`config.mk`:
```
export PLATFORM = sky130hd
export DESIGN_NAME = rpsc_core
export DESIGN_NICKNAME = d
export VERILOG_FILES = /design/src/rpsc_pkg.sv /design/src/rpsc_tick_if.sv /design/src/rpsc_core.sv /design/src/rpsc_presc.sv
export VERILOG_INCLUDE_DIRS = /design/src
export SDC_FILE = /design/constraint.sdc
export NUM_CORES = 1
export LEC_CHECK = 0
export BUFFER_PORTS_ARGS = -buffer_cell sky130_fd_sc_hd__buf_2
export CAP_MARGIN = 20
export CORE_MARGIN = 3
export CORE_UTILIZATION = 50
export CTS_BUF_LIST = sky130_fd_sc_hd__clkbuf_16
export CTS_CLUSTER_DIAMETER = 120
export CTS_CLUSTER_SIZE = 40
export DETAILED_ROUTE_END_ITERATION = 8
export HOLD_SLACK_MARGIN = 0.1
export PLACE_DENSITY_LB_ADDON = 0.1
export SLEW_MARGIN = 15
export SYNTH_ARGS = -nofsm -noshare
export SYNTH_HDL_FRONTEND = slang
export SYNTH_SLANG_ARGS = --single-unit
```
`constraint.sdc`:
```
create_clock -name ref_clk -period 2.4 [get_ports ref_clk]
set_clock_uncertainty 0.1 [all_clocks]
set_input_delay 0.24 -clock ref_clk [delete_from_list [all_inputs] [get_ports ref_clk]]
set_output_delay 0.24 -clock ref_clk [all_outputs]
set_load 0.005 [all_outputs]
```
`src/rpsc_cfg.svh`:
```
`ifndef RPSC_CFG_SVH
`define RPSC_CFG_SVH

// Unlock key sequence; values are arbitrary.
`define RPSC_KEY_FIRST   8'hA5
`define RPSC_KEY_SECOND  8'h5A
// Prescaler reset values.
`define RPSC_ASYNC_RST   7'h7F
`define RPSC_SYNC_RST    13'h00FF
// Seconds in a day, minus one.
`define RPSC_DAY_LAST    32'h0001517F
// Kernel cycles between leaving init mode and counting.
`define RPSC_RESTART_CYC 3'h4
`define RPSC_CLKSRC_RST  2'h0
// Event flag positions in the flag vectors.
`define RPSC_F_ALRA      0
`define RPSC_F_ALRB      1
`define RPSC_F_WUT       2
`define RPSC_F_TAMP      3
`define RPSC_F_TS        4
`define RPSC_BKP_NUM     20
`endif

```
`src/rpsc_pkg.sv`:
```
package rpsc_pkg;
	typedef enum logic [2:0] {
		RPSC_ST_RUN     = 3'h1,
		RPSC_ST_INIT    = 3'h2,
		RPSC_ST_RESTART = 3'h4
	} rpsc_cal_e;
	typedef logic [31:0] rpsc_word_t;
	typedef logic [4:0]  rpsc_flags_t;
endpackage

```
`src/rpsc_tick_if.sv`:
```
`timescale 1ns/1ps
interface rpsc_tick_if;
	logic        run;
	logic [6:0]  async_div;
	logic [12:0] sync_div;
	logic        sec_tick;
	modport core  (output run, output async_div, output sync_div, input sec_tick);
	modport presc (input run, input async_div, input sync_div, output sec_tick);
endinterface

```
`src/rpsc_core.sv`:
```
`timescale 1ns/1ps
`include "rpsc_cfg.svh"
module rpsc_core
	import rpsc_pkg::*;
(
	input  wire logic         ref_clk,
	input  wire logic         rst_b,
	input  wire logic         sys_rst_b,
	input  wire logic         key_wr,
	input  wire logic [7:0]   key_data,
	input  wire logic         init_wr,
	input  wire logic         init_val,
	input  wire logic         psc_wr,
	input  wire logic [6:0]   psc_async,
	input  wire logic [12:0]  psc_sync,
	input  wire logic         cal_wr,
	input  wire rpsc_word_t   cal_time,
	input  wire rpsc_word_t   cal_date,
	input  wire logic         rsf_clr,
	input  wire logic         refclk_wr,
	input  wire logic         refclk_val,
	input  wire logic         clksrc_wr,
	input  wire logic [1:0]   clksrc_val,
	input  wire logic         ien_wr,
	input  wire rpsc_flags_t  ien_val,
	input  wire logic         deinit,
	input  wire logic         tamp_cfg_wr,
	input  wire logic [7:0]   tamp_cfg_val,
	input  wire rpsc_flags_t  evt_in,
	input  wire rpsc_flags_t  flag_clr,
	input  wire logic         bkp_wr,
	input  wire logic [4:0]   bkp_wr_idx,
	input  wire rpsc_word_t   bkp_wdata,
	input  wire logic [4:0]   bkp_rd_idx,
	output rpsc_word_t        bkp_rdata,
	output rpsc_word_t        time_shadow_reg,
	output rpsc_word_t        date_shadow_reg,
	output logic              shadow_synced_flag,
	output logic              init_active,
	output logic              wr_unlocked,
	output logic              refclk_det_en,
	output logic [1:0]        kernel_clock_sel,
	output logic [6:0]        psc_async_out,
	output logic [12:0]       psc_sync_out,
	output rpsc_flags_t       ien_out,
	output rpsc_flags_t       evt_flags,
	output logic [7:0]        tamper_altfunc_cfg,
	output logic              alarm_irq_line17,
	output logic              wakeup_irq_channel,
	output logic              tamper_stamp_irq
);
	// ***************************************************
	// System reset synchroniser and protection.
	// ***************************************************
	logic [1:0]  srst_q;
	logic [1:0]  key_st_q;
	logic        unlock_q;
	wire         sys_rst    = !srst_q[1];
	wire         key_good1  = key_wr && (key_data == `RPSC_KEY_FIRST);
	wire         key_good2  = key_wr && (key_data == `RPSC_KEY_SECOND) && key_st_q[0];
	wire         soft_clr   = deinit && unlock_q;

	always_ff @(posedge ref_clk or negedge rst_b) begin
		if (!rst_b) begin
			srst_q <= 2'h0;
		end else begin
			srst_q <= {srst_q[0], sys_rst_b};
		end
	end

	// Only rst_b touches the lock, so a system reset leaves it as it was.
	always_ff @(posedge ref_clk or negedge rst_b) begin
		if (!rst_b) begin
			key_st_q <= 2'h0;
			unlock_q <= 1'b0;
		end else if (key_wr) begin
			key_st_q <= {1'b0, key_good1 && !unlock_q};
			unlock_q <= key_good2;
		end
	end

	// ***************************************************
	// Initialization mode and calendar run state.
	// ***************************************************
	rpsc_cal_e  st_q;
	rpsc_cal_e  st_d;
	logic [2:0] rst_cnt_q;
	wire        init_go   = init_wr && unlock_q;
	wire        in_init   = (st_q == RPSC_ST_INIT);

	always_comb begin
		st_d = st_q;
		case (st_q)
			RPSC_ST_RUN: begin
				if (init_go && init_val) st_d = RPSC_ST_INIT;
			end
			RPSC_ST_INIT: begin
				if (init_go && !init_val) st_d = RPSC_ST_RESTART;
			end
			RPSC_ST_RESTART: begin
				if (init_go && init_val) st_d = RPSC_ST_INIT;
				else if (rst_cnt_q == `RPSC_RESTART_CYC - 3'h1) st_d = RPSC_ST_RUN;
			end
			default: st_d = RPSC_ST_RUN;
		endcase
		if (soft_clr) st_d = RPSC_ST_RUN;
	end

	always_ff @(posedge ref_clk or negedge rst_b) begin
		if (!rst_b) begin
			st_q      <= RPSC_ST_RUN;
			rst_cnt_q <= 3'h0;
		end else begin
			st_q      <= st_d;
			rst_cnt_q <= (st_q == RPSC_ST_RESTART) ? rst_cnt_q + 3'h1 : 3'h0;
		end
	end

	// ***************************************************
	// Prescaler, calendar and shadow copy.
	// ***************************************************
	rpsc_tick_if tk ();
	logic [6:0]  async_q;
	logic [12:0] sync_q;
	rpsc_word_t  time_q;
	rpsc_word_t  date_q;
	logic        rsf_q;
	wire         cal_run  = (st_q == RPSC_ST_RUN);
	wire         psc_load = psc_wr && unlock_q && in_init;
	wire         cal_load = cal_wr && unlock_q && in_init;
	wire         day_wrap = (time_q == `RPSC_DAY_LAST);
	// The shadow copy waits for a running calendar so a half-loaded value
	// is never presented as synchronised.
	wire         copy_now = cal_run && !rsf_q;

	assign tk.run       = cal_run;
	assign tk.async_div = async_q;
	assign tk.sync_div  = sync_q;

	rpsc_presc u_presc (
		.ref_clk (ref_clk),
		.rst_b   (rst_b),
		.tk      (tk)
	);

	always_ff @(posedge ref_clk or negedge rst_b) begin
		if (!rst_b) begin
			async_q <= `RPSC_ASYNC_RST;
			sync_q  <= `RPSC_SYNC_RST;
		end else if (soft_clr) begin
			async_q <= `RPSC_ASYNC_RST;
			sync_q  <= `RPSC_SYNC_RST;
		end else if (psc_load) begin
			async_q <= psc_async;
			sync_q  <= psc_sync;
		end
	end

	always_ff @(posedge ref_clk or negedge rst_b) begin
		if (!rst_b) begin
			time_q <= 32'h0000_0000;
			date_q <= 32'h0000_0000;
		end else if (soft_clr) begin
			time_q <= 32'h0000_0000;
			date_q <= 32'h0000_0000;
		end else if (cal_load) begin
			time_q <= cal_time;
			date_q <= cal_date;
		end else if (cal_run && tk.sec_tick) begin
			time_q <= day_wrap ? 32'h0000_0000 : time_q + 32'h0000_0001;
			date_q <= day_wrap ? date_q + 32'h0000_0001 : date_q;
		end
	end

	// A copy in the cycle of a clear wins, so no synchronisation is lost.
	always_ff @(posedge ref_clk or negedge rst_b) begin
		if (!rst_b) begin
			rsf_q           <= 1'b0;
			time_shadow_reg <= 32'h0000_0000;
			date_shadow_reg <= 32'h0000_0000;
		end else begin
			if (copy_now) begin
				time_shadow_reg <= time_q;
				date_shadow_reg <= date_q;
			end
			if (copy_now) rsf_q <= 1'b1;
			else if ((rsf_clr && unlock_q) || soft_clr || cal_load || in_init) rsf_q <= 1'b0;
		end
	end

	// ***************************************************
	// Configuration registers and backup storage.
	// ***************************************************
	logic       refclk_q;
	logic [1:0] clksrc_q;
	logic [7:0] tamp_q;
	rpsc_word_t bkp_q [`RPSC_BKP_NUM];
	wire        bkp_hit = bkp_wr && (bkp_wr_idx < 5'(`RPSC_BKP_NUM));

	always_ff @(posedge ref_clk or negedge rst_b) begin
		if (!rst_b) begin
			refclk_q <= 1'b0;
			clksrc_q <= `RPSC_CLKSRC_RST;
			tamp_q   <= 8'h00;
		end else begin
			if (soft_clr) refclk_q <= 1'b0;
			else if (refclk_wr && unlock_q) refclk_q <= refclk_val;
			if (clksrc_wr && unlock_q) clksrc_q <= clksrc_val;
			if (soft_clr) tamp_q <= 8'h00;
			else if (tamp_cfg_wr) tamp_q <= tamp_cfg_val;
		end
	end

	// Backup words take no part in any reset, soft default included.
	always_ff @(posedge ref_clk) begin
		if (bkp_hit) bkp_q[bkp_wr_idx] <= bkp_wdata;
		bkp_rdata <= (bkp_rd_idx < 5'(`RPSC_BKP_NUM)) ? bkp_q[bkp_rd_idx] : 32'h0000_0000;
	end

	// ***************************************************
	// Event flags, enables and router lines.
	// ***************************************************
	rpsc_flags_t flag_q;
	rpsc_flags_t ien_q;
	logic        irq17_q;
	logic        irq22_q;
	logic        irq21_q;
	wire rpsc_flags_t pend = flag_q & ien_q;

	always_ff @(posedge ref_clk or negedge rst_b) begin
		if (!rst_b) begin
			flag_q <= 5'h00;
			ien_q  <= 5'h00;
		end else if (sys_rst || soft_clr) begin
			flag_q <= 5'h00;
			ien_q  <= 5'h00;
		end else begin
			// Flag clears sit in the always-writable status field; set wins.
			flag_q <= evt_in | (flag_q & ~flag_clr);
			if (ien_wr && unlock_q) ien_q <= ien_val;
		end
	end

	always_ff @(posedge ref_clk or negedge rst_b) begin
		if (!rst_b) begin
			irq17_q <= 1'b0;
			irq22_q <= 1'b0;
			irq21_q <= 1'b0;
		end else begin
			irq17_q <= pend[`RPSC_F_ALRA] || pend[`RPSC_F_ALRB];
			irq22_q <= pend[`RPSC_F_WUT];
			irq21_q <= pend[`RPSC_F_TAMP] || pend[`RPSC_F_TS];
		end
	end

	assign alarm_irq_line17   = irq17_q;
	assign wakeup_irq_channel = irq22_q;
	assign tamper_stamp_irq   = irq21_q;
	assign shadow_synced_flag = rsf_q;
	assign init_active        = in_init;
	assign wr_unlocked        = unlock_q;
	assign refclk_det_en      = refclk_q;
	assign kernel_clock_sel   = clksrc_q;
	assign psc_async_out      = async_q;
	assign psc_sync_out       = sync_q;
	assign ien_out            = ien_q;
	assign evt_flags          = flag_q;
	assign tamper_altfunc_cfg = tamp_q;
endmodule

```
`src/rpsc_presc.sv`:
```
`timescale 1ns/1ps
module rpsc_presc
	import rpsc_pkg::*;
(
	input wire logic ref_clk,
	input wire logic rst_b,
	rpsc_tick_if.presc tk
);
	logic [6:0]  async_q;
	logic [12:0] sync_q;
	logic        tick_q;
	wire         async_wrap = (async_q == tk.async_div);
	wire         sync_wrap  = (sync_q == tk.sync_div);

	// ***************************************************
	// Two-stage divider down to the one-second tick.
	// ***************************************************
	// A stopped calendar also restarts both stages from zero, so the first
	// second after a load is a full second.
	always_ff @(posedge ref_clk or negedge rst_b) begin
		if (!rst_b) begin
			async_q <= 7'h00;
			sync_q  <= 13'h0000;
			tick_q  <= 1'b0;
		end else if (!tk.run) begin
			async_q <= 7'h00;
			sync_q  <= 13'h0000;
			tick_q  <= 1'b0;
		end else begin
			async_q <= async_wrap ? 7'h00 : async_q + 7'h01;
			if (async_wrap) begin
				sync_q <= sync_wrap ? 13'h0000 : sync_q + 13'h0001;
			end
			tick_q <= async_wrap && sync_wrap;
		end
	end

	assign tk.sec_tick = tick_q;
endmodule

```
**Word level (Yosys, flattened, before mapping)**

Memory sizes are Yosys's and may differ from the RTL's. A register that Yosys moved wholly into a read port is not among the register bits.
Index checks and enable logic that the tools add are counted.

- Flip-flop bits (word level): 204
- Bits in writable memories: 640
- Output and inout port bits: 143
- Logic and storage cells: 124
- Memories: 1

- Add/sub/neg operators: 5
- Magnitude comparators: 2
- Equal/unequal tests: 13
- Muxes and demuxes: 36
- Bitwise operators: 4
- Reductions and logical operators: 40

Memory list:

| memory | depth | width | read ports | clocked after Yosys merged registers in | write ports | line | RTL |
|---|---|---|---|---|---|---|---|
| bkp_q | 20 | 32 | 1 | 1 | 1 | rpsc_core.sv:197 | `` rpsc_word_t bkp_q [`RPSC_BKP_NUM]; `` |

Operators by type and width:

| kind | count |
|---|---|
| 32-bit two-way mux | 8 |
| 13-bit two-way mux | 5 |
| 32-bit by 1-bit adder with 32-bit output, second input constant | 2 |
| 32-bit by 17-bit equality test with 1-bit output, second input constant | 1 |
| 7-bit two-way mux | 4 |
| 1-bit logical AND | 20 |
| 3-bit two-way mux | 6 |
| 8-bit two-way mux | 2 |
| 5-bit two-way mux | 3 |
| 13-bit by 1-bit adder with 13-bit output, second input constant | 1 |
| 13-bit equality test | 1 |
| 5-bit AND | 2 |
| 5-bit less-than comparator, second input constant | 2 |
| 2-bit nonzero test | 5 |
| 3-bit case mux with 3 select lines | 1 |
| 8-bit by 7-bit equality test with 1-bit output, second input constant | 1 |
| 8-bit equality test, second input constant | 1 |
| 7-bit by 1-bit adder with 7-bit output, second input constant | 1 |
| 7-bit equality test | 1 |
| 1-bit two-way mux | 7 |
| 3-bit by 2-bit equality test with 1-bit output, second input constant | 2 |
| 1-bit logical OR | 6 |
| 3-bit by 2-bit inequality test with 1-bit output, second input constant | 2 |
| 3-bit nonzero test | 2 |
| other kinds (10) | 14 |

**Longest topological paths before layout**

Gate-level depths: netlist of the first run.

- Word-level depth: 6
- Mapped depth: 9

**Hierarchy**

Synthesis of the first run repeated with hierarchy kept, for this count alone.

- Cells, all modules: 2060
- Area total of the unflattened synthesis: 35063.6 µm²

Modules (own cells, without submodules):

| module | times used | cells an instance | area each (µm²) | seq. area each (µm²) |
|---|---|---|---|---|
| rpsc_core | 1 | 1904 | 33717.3 | 24458.5 |
| rpsc_presc | 1 | 156 | 1346.3 | 525.5 |

**Least setup slack after synthesis of the first run**

Ideal clock, no wire load.

- Path type: input port to flip-flop
- From: input bkp_wr_idx[2]
- To: memory bkp_q[0][0] (netlist bit), enable pin
- Library setup time: 461 ps
- Data arrival time: 2967 ps
- Data required time: 1839 ps
- Setup slack: -1128 ps
- Stages on the path: 3
- Cells stage by stage: nand2b_1 -> or3_1 -> nor3_1

- Word-level cells in the longest chain between the ends: 4

RTL lines:

| element | line | RTL |
|---|---|---|
| start: declaration | rpsc_core.sv:32 | `input wire logic [4:0] bkp_wr_idx,` |
| 5-bit less-than comparator | rpsc_core.sv:198 | `` wire bkp_hit = bkp_wr && (bkp_wr_idx < 5'(`RPSC_BKP_NUM)); `` |
| 1-bit logical AND | rpsc_core.sv:198 |  |
| 1-bit two-way mux | rpsc_core.sv:216 | `if (bkp_hit) bkp_q[bkp_wr_idx] <= bkp_wdata;` |
| 1-bit two-way mux (not written as such) | rpsc_core.sv:216 |  |
| end: declaration | rpsc_core.sv:197 |  |

Parallel ways exist; a longest one is shown, timed or not.

**Worst setup path after layout of the first run**

- From: register unlock_q (netlist: wr_unlocked)
- To: register refclk_q (netlist: refclk_det_en)

- Word-level cells in the longest chain between the ends: 2
- Elaborated cells between the ends (all ways): 4
- Those cells by class: mux (1); reduce/logical (3)

RTL lines:

| element | line | RTL |
|---|---|---|
| start: declaration | rpsc_core.sv:57 | `logic unlock_q;` |
| start signal: assignment | rpsc_core.sv:78 | `unlock_q <= key_good2;` |
| 1-bit logical AND, on equally long branches | rpsc_core.sv:61, rpsc_core.sv:207 |  |
| 1-bit two-way mux or 2-bit nonzero test (tied branches) | n/a |  |
| end signal: assignment | rpsc_core.sv:207 | `else if (refclk_wr && unlock_q) refclk_q <= refclk_val;` |
| end: declaration | rpsc_core.sv:194 | `logic refclk_q;` |

Parallel ways exist; a longest one is shown, timed or not.
A chain may end at the register's enable or synchronous reset.

==> results of run 1 <==
==> power by group <==
part	switching, mW	total, mW	internal (mW)
combinational	1.33	2.78	1.44
sequential	0.353	17.2	16.8
clock	4.24	6.20	1.96
total	5.93	26.1	20.2
==> cell families (layout without fill, tap and decap cells) <==
kind of cell    after synthesis  count (layout)  synth area share [%]
simple gates                422             422                  6.40
buf+inv                     177             759                  2.18
compound gates              217             217                  3.76
mux                         267             267                  14.7
fa+ha+maj                     6               6                 0.214
flops                       876             876                  71.3
other cells                   0               6                     0
xor+xnor                     56              56                  1.40
==> layer usage <==
metal,GRT usage [%],vias up
met5,0,-
met4,4.86,0
met3,2.39,107
li1,-,9006
met2,39.4,701
met1,33.0,10900
==> area by class of cell <==
type / instances / area share [%]
inverters: 80 / 0.720
diodes: 6 / 0.0360
clock inverters: 20 / 0.222
clock buffers: 25 / 1.50
repair buffers: 634 / 12.0
well taps: 931 / 2.79
multi-input cells: 968 / 22.8
flip-flops and latches: 876 / 59.9
==> worst paths after layout <==
kind / from / to / depth (start not counted)
worst max-delay path: wr_unlocked / refclk_det_en / 7
worst min-delay path: rst_b / psc_async_out[3] / 2
worst max register to register: wr_unlocked / refclk_det_en / 7
worst min register to register: srst_q[0] / srst_q[1] / 0
max in group asynchronous: rst_b / psc_sync_out[6] / 3
min in group ref_clk: bkp_rd_idx[1] / bkp_rdata[25] / 4
==> worst max-delay path, stage by stage (launching register included) <==
cell           delay (ns)
dfrtp_1              0.43
buf_6                0.15
buf_12               0.12
nand3_1              0.07
o21a_1               0.12
dlygate4sd3_1        0.54
o22ai_1              0.07
dlygate4sd3_1        0.57
==> what timing repair did <==
| item | CTS | global route |
|---|---|---|
| resized for setup | 3 | 11 |
| endpoints found under the setup margin | 3 | 21 |
| pin swaps | 0 | 3 |
| hold buffers | 179 | 0 |
| hold endpoints to repair | 948 | 0 |
| buffers inserted | 0 | 2 |
==> placed cells by master (no fill, tap or decap), drive strengths merged, types with 9 or more instances in the layout <==
cell and count:
a21oi 56, and2 9, and3 15, buf 455, clkbuf 26, dfrtp 188
dfstp 16, dfxtp 32, dlygate4sd3 178, edfxtp 640, inv 99, mux2 66
mux2i 9, mux4 192, nand2 124, nand2b 9, nand3 65, nand4 20
nor2 72, nor3 35, nor3b 10, nor4 25, o211ai 21, o21ai 62
o22ai 39, xnor2 21, xor2 35
==> per-stage QoR <==
stage / setup WS (ns) / utilization, %
6_report: 0.125 / 60.5
5_1_grt: 0.00147 / 60.5
4_1_cts: 0.0353 / 60.3
3_5_place_dp: -0.0112 / 56.6
3_3_place_gp: 0.0246 / 56.6
2_1_floorplan: -0.319 / -
==> out/results.ini, run 1 <==
[cells_and_area]
syn2layout_area_growth_pct = 19.0
final_area_sq_um = 41700
drive_above_1_share_pct = 31.3
fin_nets = 2766
nFillCells = 5173
ff_latch_area_sq_um = 25000
largest_register_ffs = 640
multi_input_comb_area_sq_um = 9520
stdcell_count = 3540
top_register = bkp_q

[logic_synthesis]
yosysUniqueCellTypes = 70
postSynthAreaPerCell_sq_um = 17.3
yosysSeqAreaShare_pct = 71.3
yosysWarnings = 0
synth-async-reset-ratio_pct = 23.3
syn_nets = 2202
yosysTopAreaCellShare_pct = 54.9
syn-cell-area_sq_um = 35000
ys.flop_type = edfxtp_1
synth-edff-count = 640
ys_ff_latch = 876
synth_area_leaders = edfxtp_1 (55%), dfrtp_1 (13%), mux4_2 (12%), mux2_2 (2.1%), dfxtp_1 (1.8%)
synthCells = 2021
synth_common_cells = edfxtp_1 (640), mux4_2 (192), dfrtp_1 (188)
yosysMostFrequentCell = edfxtp_1
yosysTopAreaCell = edfxtp_1

[grt]
grt_overflow = 0
grt_antenna_before_repair = 4
grt_pass1_wl_microns = 130000
grt_pass1_vias = 21300
grt.total_usage_pct = 23.2
grt_max_degree = 45

[cts]
cts-buffers-inserted = 25
clock_path_buffers = 3
insertion_delay_ns = 0.64
cts_tree = done
clk_pin_slew_worst_paths_ns = 0.15
h-tree-depth = 1
cts.sinks = 876
clock-root-buffer = clkbuf_16

[pwr]
ir_drop_v = 0.000513
power_mw = 26.1
power.density_nw_per_um2 = 627
leakagePower_nw = 15.3

[worst_setup_path]
r2r_slack_ns = 0.13
cp.arrival_ns = 2.72
critPathMaxFanout = 6
path_class = reg -> reg
cp-end-kind = flip-flop
critPathRequiredTime_ns = 2.84
startpoint_type = flip-flop

[place]
place_area_sq_um = 39100
hpwl_microns = 52300
portBuffers = 317
gp_congestion = 0.891
dp.cells = 3308

[floorplanning]
core_sq_um = 68900
initial_utilization_pct = 50.8
die_w_microns = 271
dieArea_sq_um = 73300
ios = 318
die_height_microns = 271
row_count = 96

[detailed_routing]
met3_length_microns = 4310
drc = 0
drt_wl_total_microns = 85600
via_per_inst = 5.84
num_vias = 20700
wl_met2_microns = 43000
drtIter0Drc = 1968
wl_per_cell_microns = 24.2
final_antenna_net_count = 0
met1_length_microns = 36400
drt_first_pass_iters = 5
top_layer = met4

[timing]
maxSlewHeadroom_pct = 50.5
holdWs_ns = 0.147
post-route-period-util_pct = 94.8
rsz0062_at_grt = false
setup_tns_ns = 0
hold_viol = 0
fmax_ghz = 0.440
worstMarginPinSlew_ns = 0.741
min_period_ns = 2.27
setup_violations = 0
slew_violations = 0

[flow_run]
cap_viol_max_count = 0

[worst_hold_path]
hp-class = in -> async

[run_status]
status = finished clean

Note: power is estimated with default switching activity, not from simulation.
==> run 2: changes to the inputs <==
--- a/config.mk
+++ b/config.mk
@@ -15,7 +15,7 @@
 export CTS_CLUSTER_SIZE = 40
 export DETAILED_ROUTE_END_ITERATION = 8
 export HOLD_SLACK_MARGIN = 0.1
-export PLACE_DENSITY_LB_ADDON = 0.1
+export PLACE_DENSITY_LB_ADDON = 0.3
 export SLEW_MARGIN = 15
 export SYNTH_ARGS = -nofsm -noshare
 export SYNTH_HDL_FRONTEND = slang
==> run 2 against run 1 <==
- flip-flop and latch count did not move
- wire length grew 1.3%
- largest power group unchanged
- combinational power fell by 1%
- non-clock buffer count shrank 9
- die area is the same
- setup slack got worse by 0.047 ns
- critical path depth unchanged
- maximum frequency fell by 2.0%
- global-route usage is 0.31 points higher
==> out/results.ini, run 2 (synthesis gave the netlist of run 1 again) <==
[worst_setup_path]
crit_chain = nor3b_4 > nand2_2 > nor4_4 > buf_12 > nand3_1 > o211ai_1 > o21ai_1
r2r-start = st_q[0]
critPathRequiredTime_ns = 2.82
cp.arrival_ns = 2.74
cp-end-kind = flip-flop
path_class = reg -> reg
critPathMaxFanout = 14
r2r_cells = 7
slowest_stage = dfstp_2
cpPeakStageDelay_ns = 0.61
crit_start = st_q[0]
startpoint_type = flip-flop

[detailed_routing]
num_vias = 20700
drc = 0
drt_wl_total_microns = 86700
final_antenna_net_count = 0
drtIter0Drc = 2070
wl_per_cell_microns = 24.5
via_per_inst = 5.88
drt_first_pass_iters = 5

[cts]
cts.sinks = 876
clock_path_buffers = 3
clock-root-buffer = clkbuf_16
h-tree-depth = 1
clk_pin_slew_worst_paths_ns = 0.15
cts_tree = done
cts-buffers-inserted = 26
insertion_delay_ns = 0.65

[pwr]
leakagePower_nw = 15.2
power.switching_mw = 5.99
p_comb_share_pct = 10.4
ir_drop_v = 0.000544
clkPwrFrac_pct = 24.5
power_mw = 26.4
power.density_nw_per_um2 = 632
seqPwrFrac_pct = 65.1
switching_share_pct = 22.7
p_int_mw = 20.4

[cells_and_area]
syn2layout_area_growth_pct = 19.2
utilization_pct = 60.6
drive_above_1_share_pct = 30.5
top_register = bkp_q
nFillCells = 5078
final_common_cell = edfxtp_1
final_area_sq_um = 41800
mostFrequentLayoutCells = edfxtp_1 (640), buf_2 (314), dlygate4sd3_1 (193), mux4_2 (192), dfrtp_1 (188)
largest_register_ffs = 640
fin_nets = 2758
stdcell_count = 3531

[timing]
slew_violations = 0
worstMarginPinSlew_ns = 0.710
hold_viol = 0
rsz0062_at_grt = true
min_period_ns = 2.32
fmax_ghz = 0.431
setup_violations = 0
setup_tns_ns = 0
maxSlewHeadroom_pct = 52.7
post-route-period-util_pct = 96.8

[place]
place_area_sq_um = 38900
hpwl_microns = 51600
dp.cells = 3285
portBuffers = 317
gp_congestion = 0.912

[worst_hold_path]
hold_path_depth = 5
hp-start = deinit
hp-class = in -> reg

[grt]
grt_antenna_before_repair = 3
grt_overflow = 0
grt_pass1_wl_microns = 132000
grt_max_degree = 56
grt.total_usage_pct = 23.5
grt_pass1_vias = 21400

[floorplanning]
die_height_microns = 271
ios = 318
initial_utilization_pct = 50.8
core_sq_um = 68900
dieArea_sq_um = 73300
row_count = 96
die_w_microns = 271

[run_status]
status = finished clean

[flow_run]
cap_viol_max_count = 0

run 2: cell types whose count changed in the layout (fill, tap and decap cells not counted), moves of 2 or more:
cell           previous run  this run
nand2_2                   5         3
buf_4                    95        70
nand2_1                 119       121
clkinv_16                 0         2
dlygate4sd3_1           178       193
diode_2                   6         3
buf_12                   42        44
run 2: timing repair:
action / 4_1_cts / 5_1_grt
hold endpoints to repair: 940 / 0
setup endpoints to repair: 0 / 35
resized for setup: 0 / 13
setup buffers: 0 / 1
hold buffers: 194 / 0
run 2: critical path: cells and delay by family (launching register included):
family,cells,cell delay [ns]
AO/OA/AOI/OAI,2,0.31
buffers and inverters,1,0.19
flip-flops,1,0.61
AND/OR/NAND/NOR,4,0.96
run 2: layout make-up:
| cell class | count | area [sq um] | area share [%] |
|---|---|---|---|
| Sequential cell | 876 | 25000 | 59.8 |
| Timing Repair Buffer | 625 | 4980 | 11.9 |
| Antenna cell | 3 | 7.51 | 0.0180 |
| Multi-Input combinational cell | 968 | 9500 | 22.8 |
| Inverter | 80 | 300 | 0.719 |
| Tap cell | 931 | 1160 | 2.79 |
| Clock buffer | 26 | 651 | 1.56 |
| Clock inverter | 22 | 174 | 0.416 |
run 2: layer usage:
layer  up-vias  track usage [%]  share of wire, %
li1       8977                -                 -
met3       118             3.23               6.7
met5         -                0            0.0081
met4         2             5.01               2.1
met2       846             40.7                52
met1     10800             32.1                40
run 2: path summary, 6_finish.rpt:
path,to,slack (ns)
max reg2reg,date_q[31],0.08
max,date_q[31],0.08
min reg2reg,srst_q[1],0.27
max in group asynchronous,psc_sync_out[2],1.16
min,date_q[6],0.15
min in group asynchronous,date_q[22],0.65
run 2: power groups by stage:
stage / Clock, mW / Sequential [mW] / Combinational (mW)
detailed placement: 0 / 17.5 / 2.50
finish: 6.46 / 17.2 / 2.74
global route: 7.10 / 17.3 / 2.98
global placement: 0 / 17.5 / 2.44
CTS: 6.62 / 17.2 / 2.75
floorplan: 0 / 17.5 / 1.27
run 2: per-stage QoR:
step | setup slack (ns) | hold slack [ns]
global placement | 0.125 | 0.128
global route | -0.00998 | 0.152
detailed placement | 0.0640 | 0.128
floorplan | -0.319 | -0.156
finish | 0.0779 | 0.149
CTS | 0.0222 | 0.138
==> run 3: changes to the inputs <==
--- a/config.mk
+++ b/config.mk
@@ -10,7 +10,7 @@
 export CAP_MARGIN = 20
 export CORE_MARGIN = 3
 export CORE_UTILIZATION = 50
-export CTS_BUF_LIST = sky130_fd_sc_hd__clkbuf_16
+export CTS_BUF_LIST = sky130_fd_sc_hd__clkbuf_8
 export CTS_CLUSTER_DIAMETER = 120
 export CTS_CLUSTER_SIZE = 40
 export DETAILED_ROUTE_END_ITERATION = 8
==> run 3 against run 2 <==
- setup slack got worse by 0.027 ns
- die area is the same
- critical path depth did not move
- critical path type unchanged
- largest cell class unchanged
==> out/results.ini, run 3 (synthesis gave the netlist of run 1 again) <==
[timing]
setup_violations = 0
setup_tns_ns = 0
worstMarginPinSlew_ns = 0.711
post-route-period-util_pct = 97.9
fmax_ghz = 0.426
min_period_ns = 2.35
hold_viol = 0
maxSlewHeadroom_pct = 52.6
slew_violations = 0

[pwr]
power.switching_mw = 5.89
leakagePower_nw = 15.3
power.density_nw_per_um2 = 605
power_mw = 25.4
seqPwrFrac_pct = 67.8
clkPwrFrac_pct = 21.1
ir_drop_v = 0.000459
p_int_mw = 19.5
switching_share_pct = 23.2
p_comb_share_pct = 11.0

[grt]
grt_pass1_vias = 21600
grt_overflow = 0
grt_antenna_before_repair = 3
grt_max_degree = 56
grt.total_usage_pct = 23.6
grt_pass1_wl_microns = 132000

[cts]
cts-buffers-inserted = 26
clock-root-buffer = clkbuf_8
cts.sinks = 876
clk_pin_slew_worst_paths_ns = 0.25
h-tree-depth = 1
insertion_delay_ns = 0.77
cts_tree = done
clock_path_buffers = 3

[floorplanning]
dieArea_sq_um = 73300
ios = 318
die_height_microns = 271
row_count = 96
core_sq_um = 68900
die_w_microns = 271
initial_utilization_pct = 50.8

[worst_setup_path]
startpoint_type = flip-flop
crit_family = simple AND/OR/NAND/NOR gates
cp.arrival_ns = 2.88
cpPeakStageDelay_ns = 0.64
critPathMaxFanout = 6
cp.buffers_inverters = 1
cp-end-kind = flip-flop
r2r_slack_ns = 0.05
path_class = reg -> reg
critPathRequiredTime_ns = 2.93
slowest_stage = dfstp_2
crit_chain = nor3b_4 > nand2_2 > nor4_4 > buf_4 > nand2_1 > nor4_1 > o22ai_1

[cells_and_area]
stdcell_count = 3573
drive_above_1_share_pct = 30.2
utilization_pct = 60.8
largest_register_ffs = 640
fin_nets = 2800
syn2layout_area_growth_pct = 19.6
mostFrequentLayoutCells = edfxtp_1 (640), buf_2 (314), dlygate4sd3_1 (233), mux4_2 (192), dfrtp_1 (186)
top_register = bkp_q
final_common_cell = edfxtp_1

[worst_hold_path]
hp-class = in -> reg

[flow_run]
cap_viol_max_count = 0

[place]
gp_congestion = 0.912
hpwl_microns = 51600
dp.cells = 3285
portBuffers = 317

[run_status]
status = finished clean

[detailed_routing]
final_antenna_net_count = 0
drtIter0Drc = 2139
num_vias = 21000
wl_per_cell_microns = 24.5
drt_wl_total_microns = 87700
drc = 0
drt_first_pass_iters = 6
via_per_inst = 5.88

==> run 3: timing repair <==
action                                  in CTS  in global routing
setup buffers                                0                  3
hold buffers                               234                  0
gates resized for setup                      2                 20
hold endpoints to repair                   992                  0
pin swaps                                    0                  4
endpoints found under the setup margin       4                 42
==> run 3: worst min-delay path: stages <==
cell      delay (ns)
buf_2           0.11
and4bb_2        0.29
nand2_2         0.14
o21ai_0         0.17
nor3_1          0.05
==> run 3: metal layers <==
layer  routed length [microns]  track usage [%]
met1                     34600             31.9
met2                     45100             41.2
met3                      5730             3.12
met4                      2240             5.75
met5                         9                0
==> run 3: final timing paths <==
path	start	to	cells past startpoint
hold / removal	cal_wr	time_q[30]	5
max in group asynchronous	rst_b	psc_sync_out[2]	4
min in group asynchronous	rst_b	time_q[18]	4
hold reg to reg	srst_q[0]	srst_q[1]	0
setup reg to reg	st_q[0]	date_q[30]	7
setup / recovery	st_q[0]	date_q[30]	7
==> run 3: power by group through the flow <==
stage          registers (mW)  logic (mW)  clock network (mW)
2_1_floorplan            17.5        1.27                   0
3_3_place_gp             17.5        2.44                   0
3_5_place_dp             17.5        2.50                   0
4_1_cts                  17.2        2.79                5.49
5_1_grt                  17.3        3.02                5.96
6_report                 17.2        2.79                5.36
==> run 3: through the flow <==
step | worst slack [ns] | hold slack [ns] | area [sq um]
2_1_floorplan | -0.319 | -0.156 | 35100
3_3_place_gp | 0.125 | 0.128 | 38900
3_5_place_dp | 0.0640 | 0.128 | 38900
4_1_cts | 0.00638 | 0.102 | 41800
5_1_grt | -0.0122 | 0.108 | 41900
6_report | 0.0507 | 0.125 | 41900
==> run 3: area by class of cell <==
class,instances,area (sq um)
clock inverters,22,166
clock buffers,26,358
repair buffers,667,5390
inverters,80,300
diodes,3,7.51
flip-flops and latches,876,25000
well taps,931,1160
fillers,5055,27000
multi-input cells,968,9530
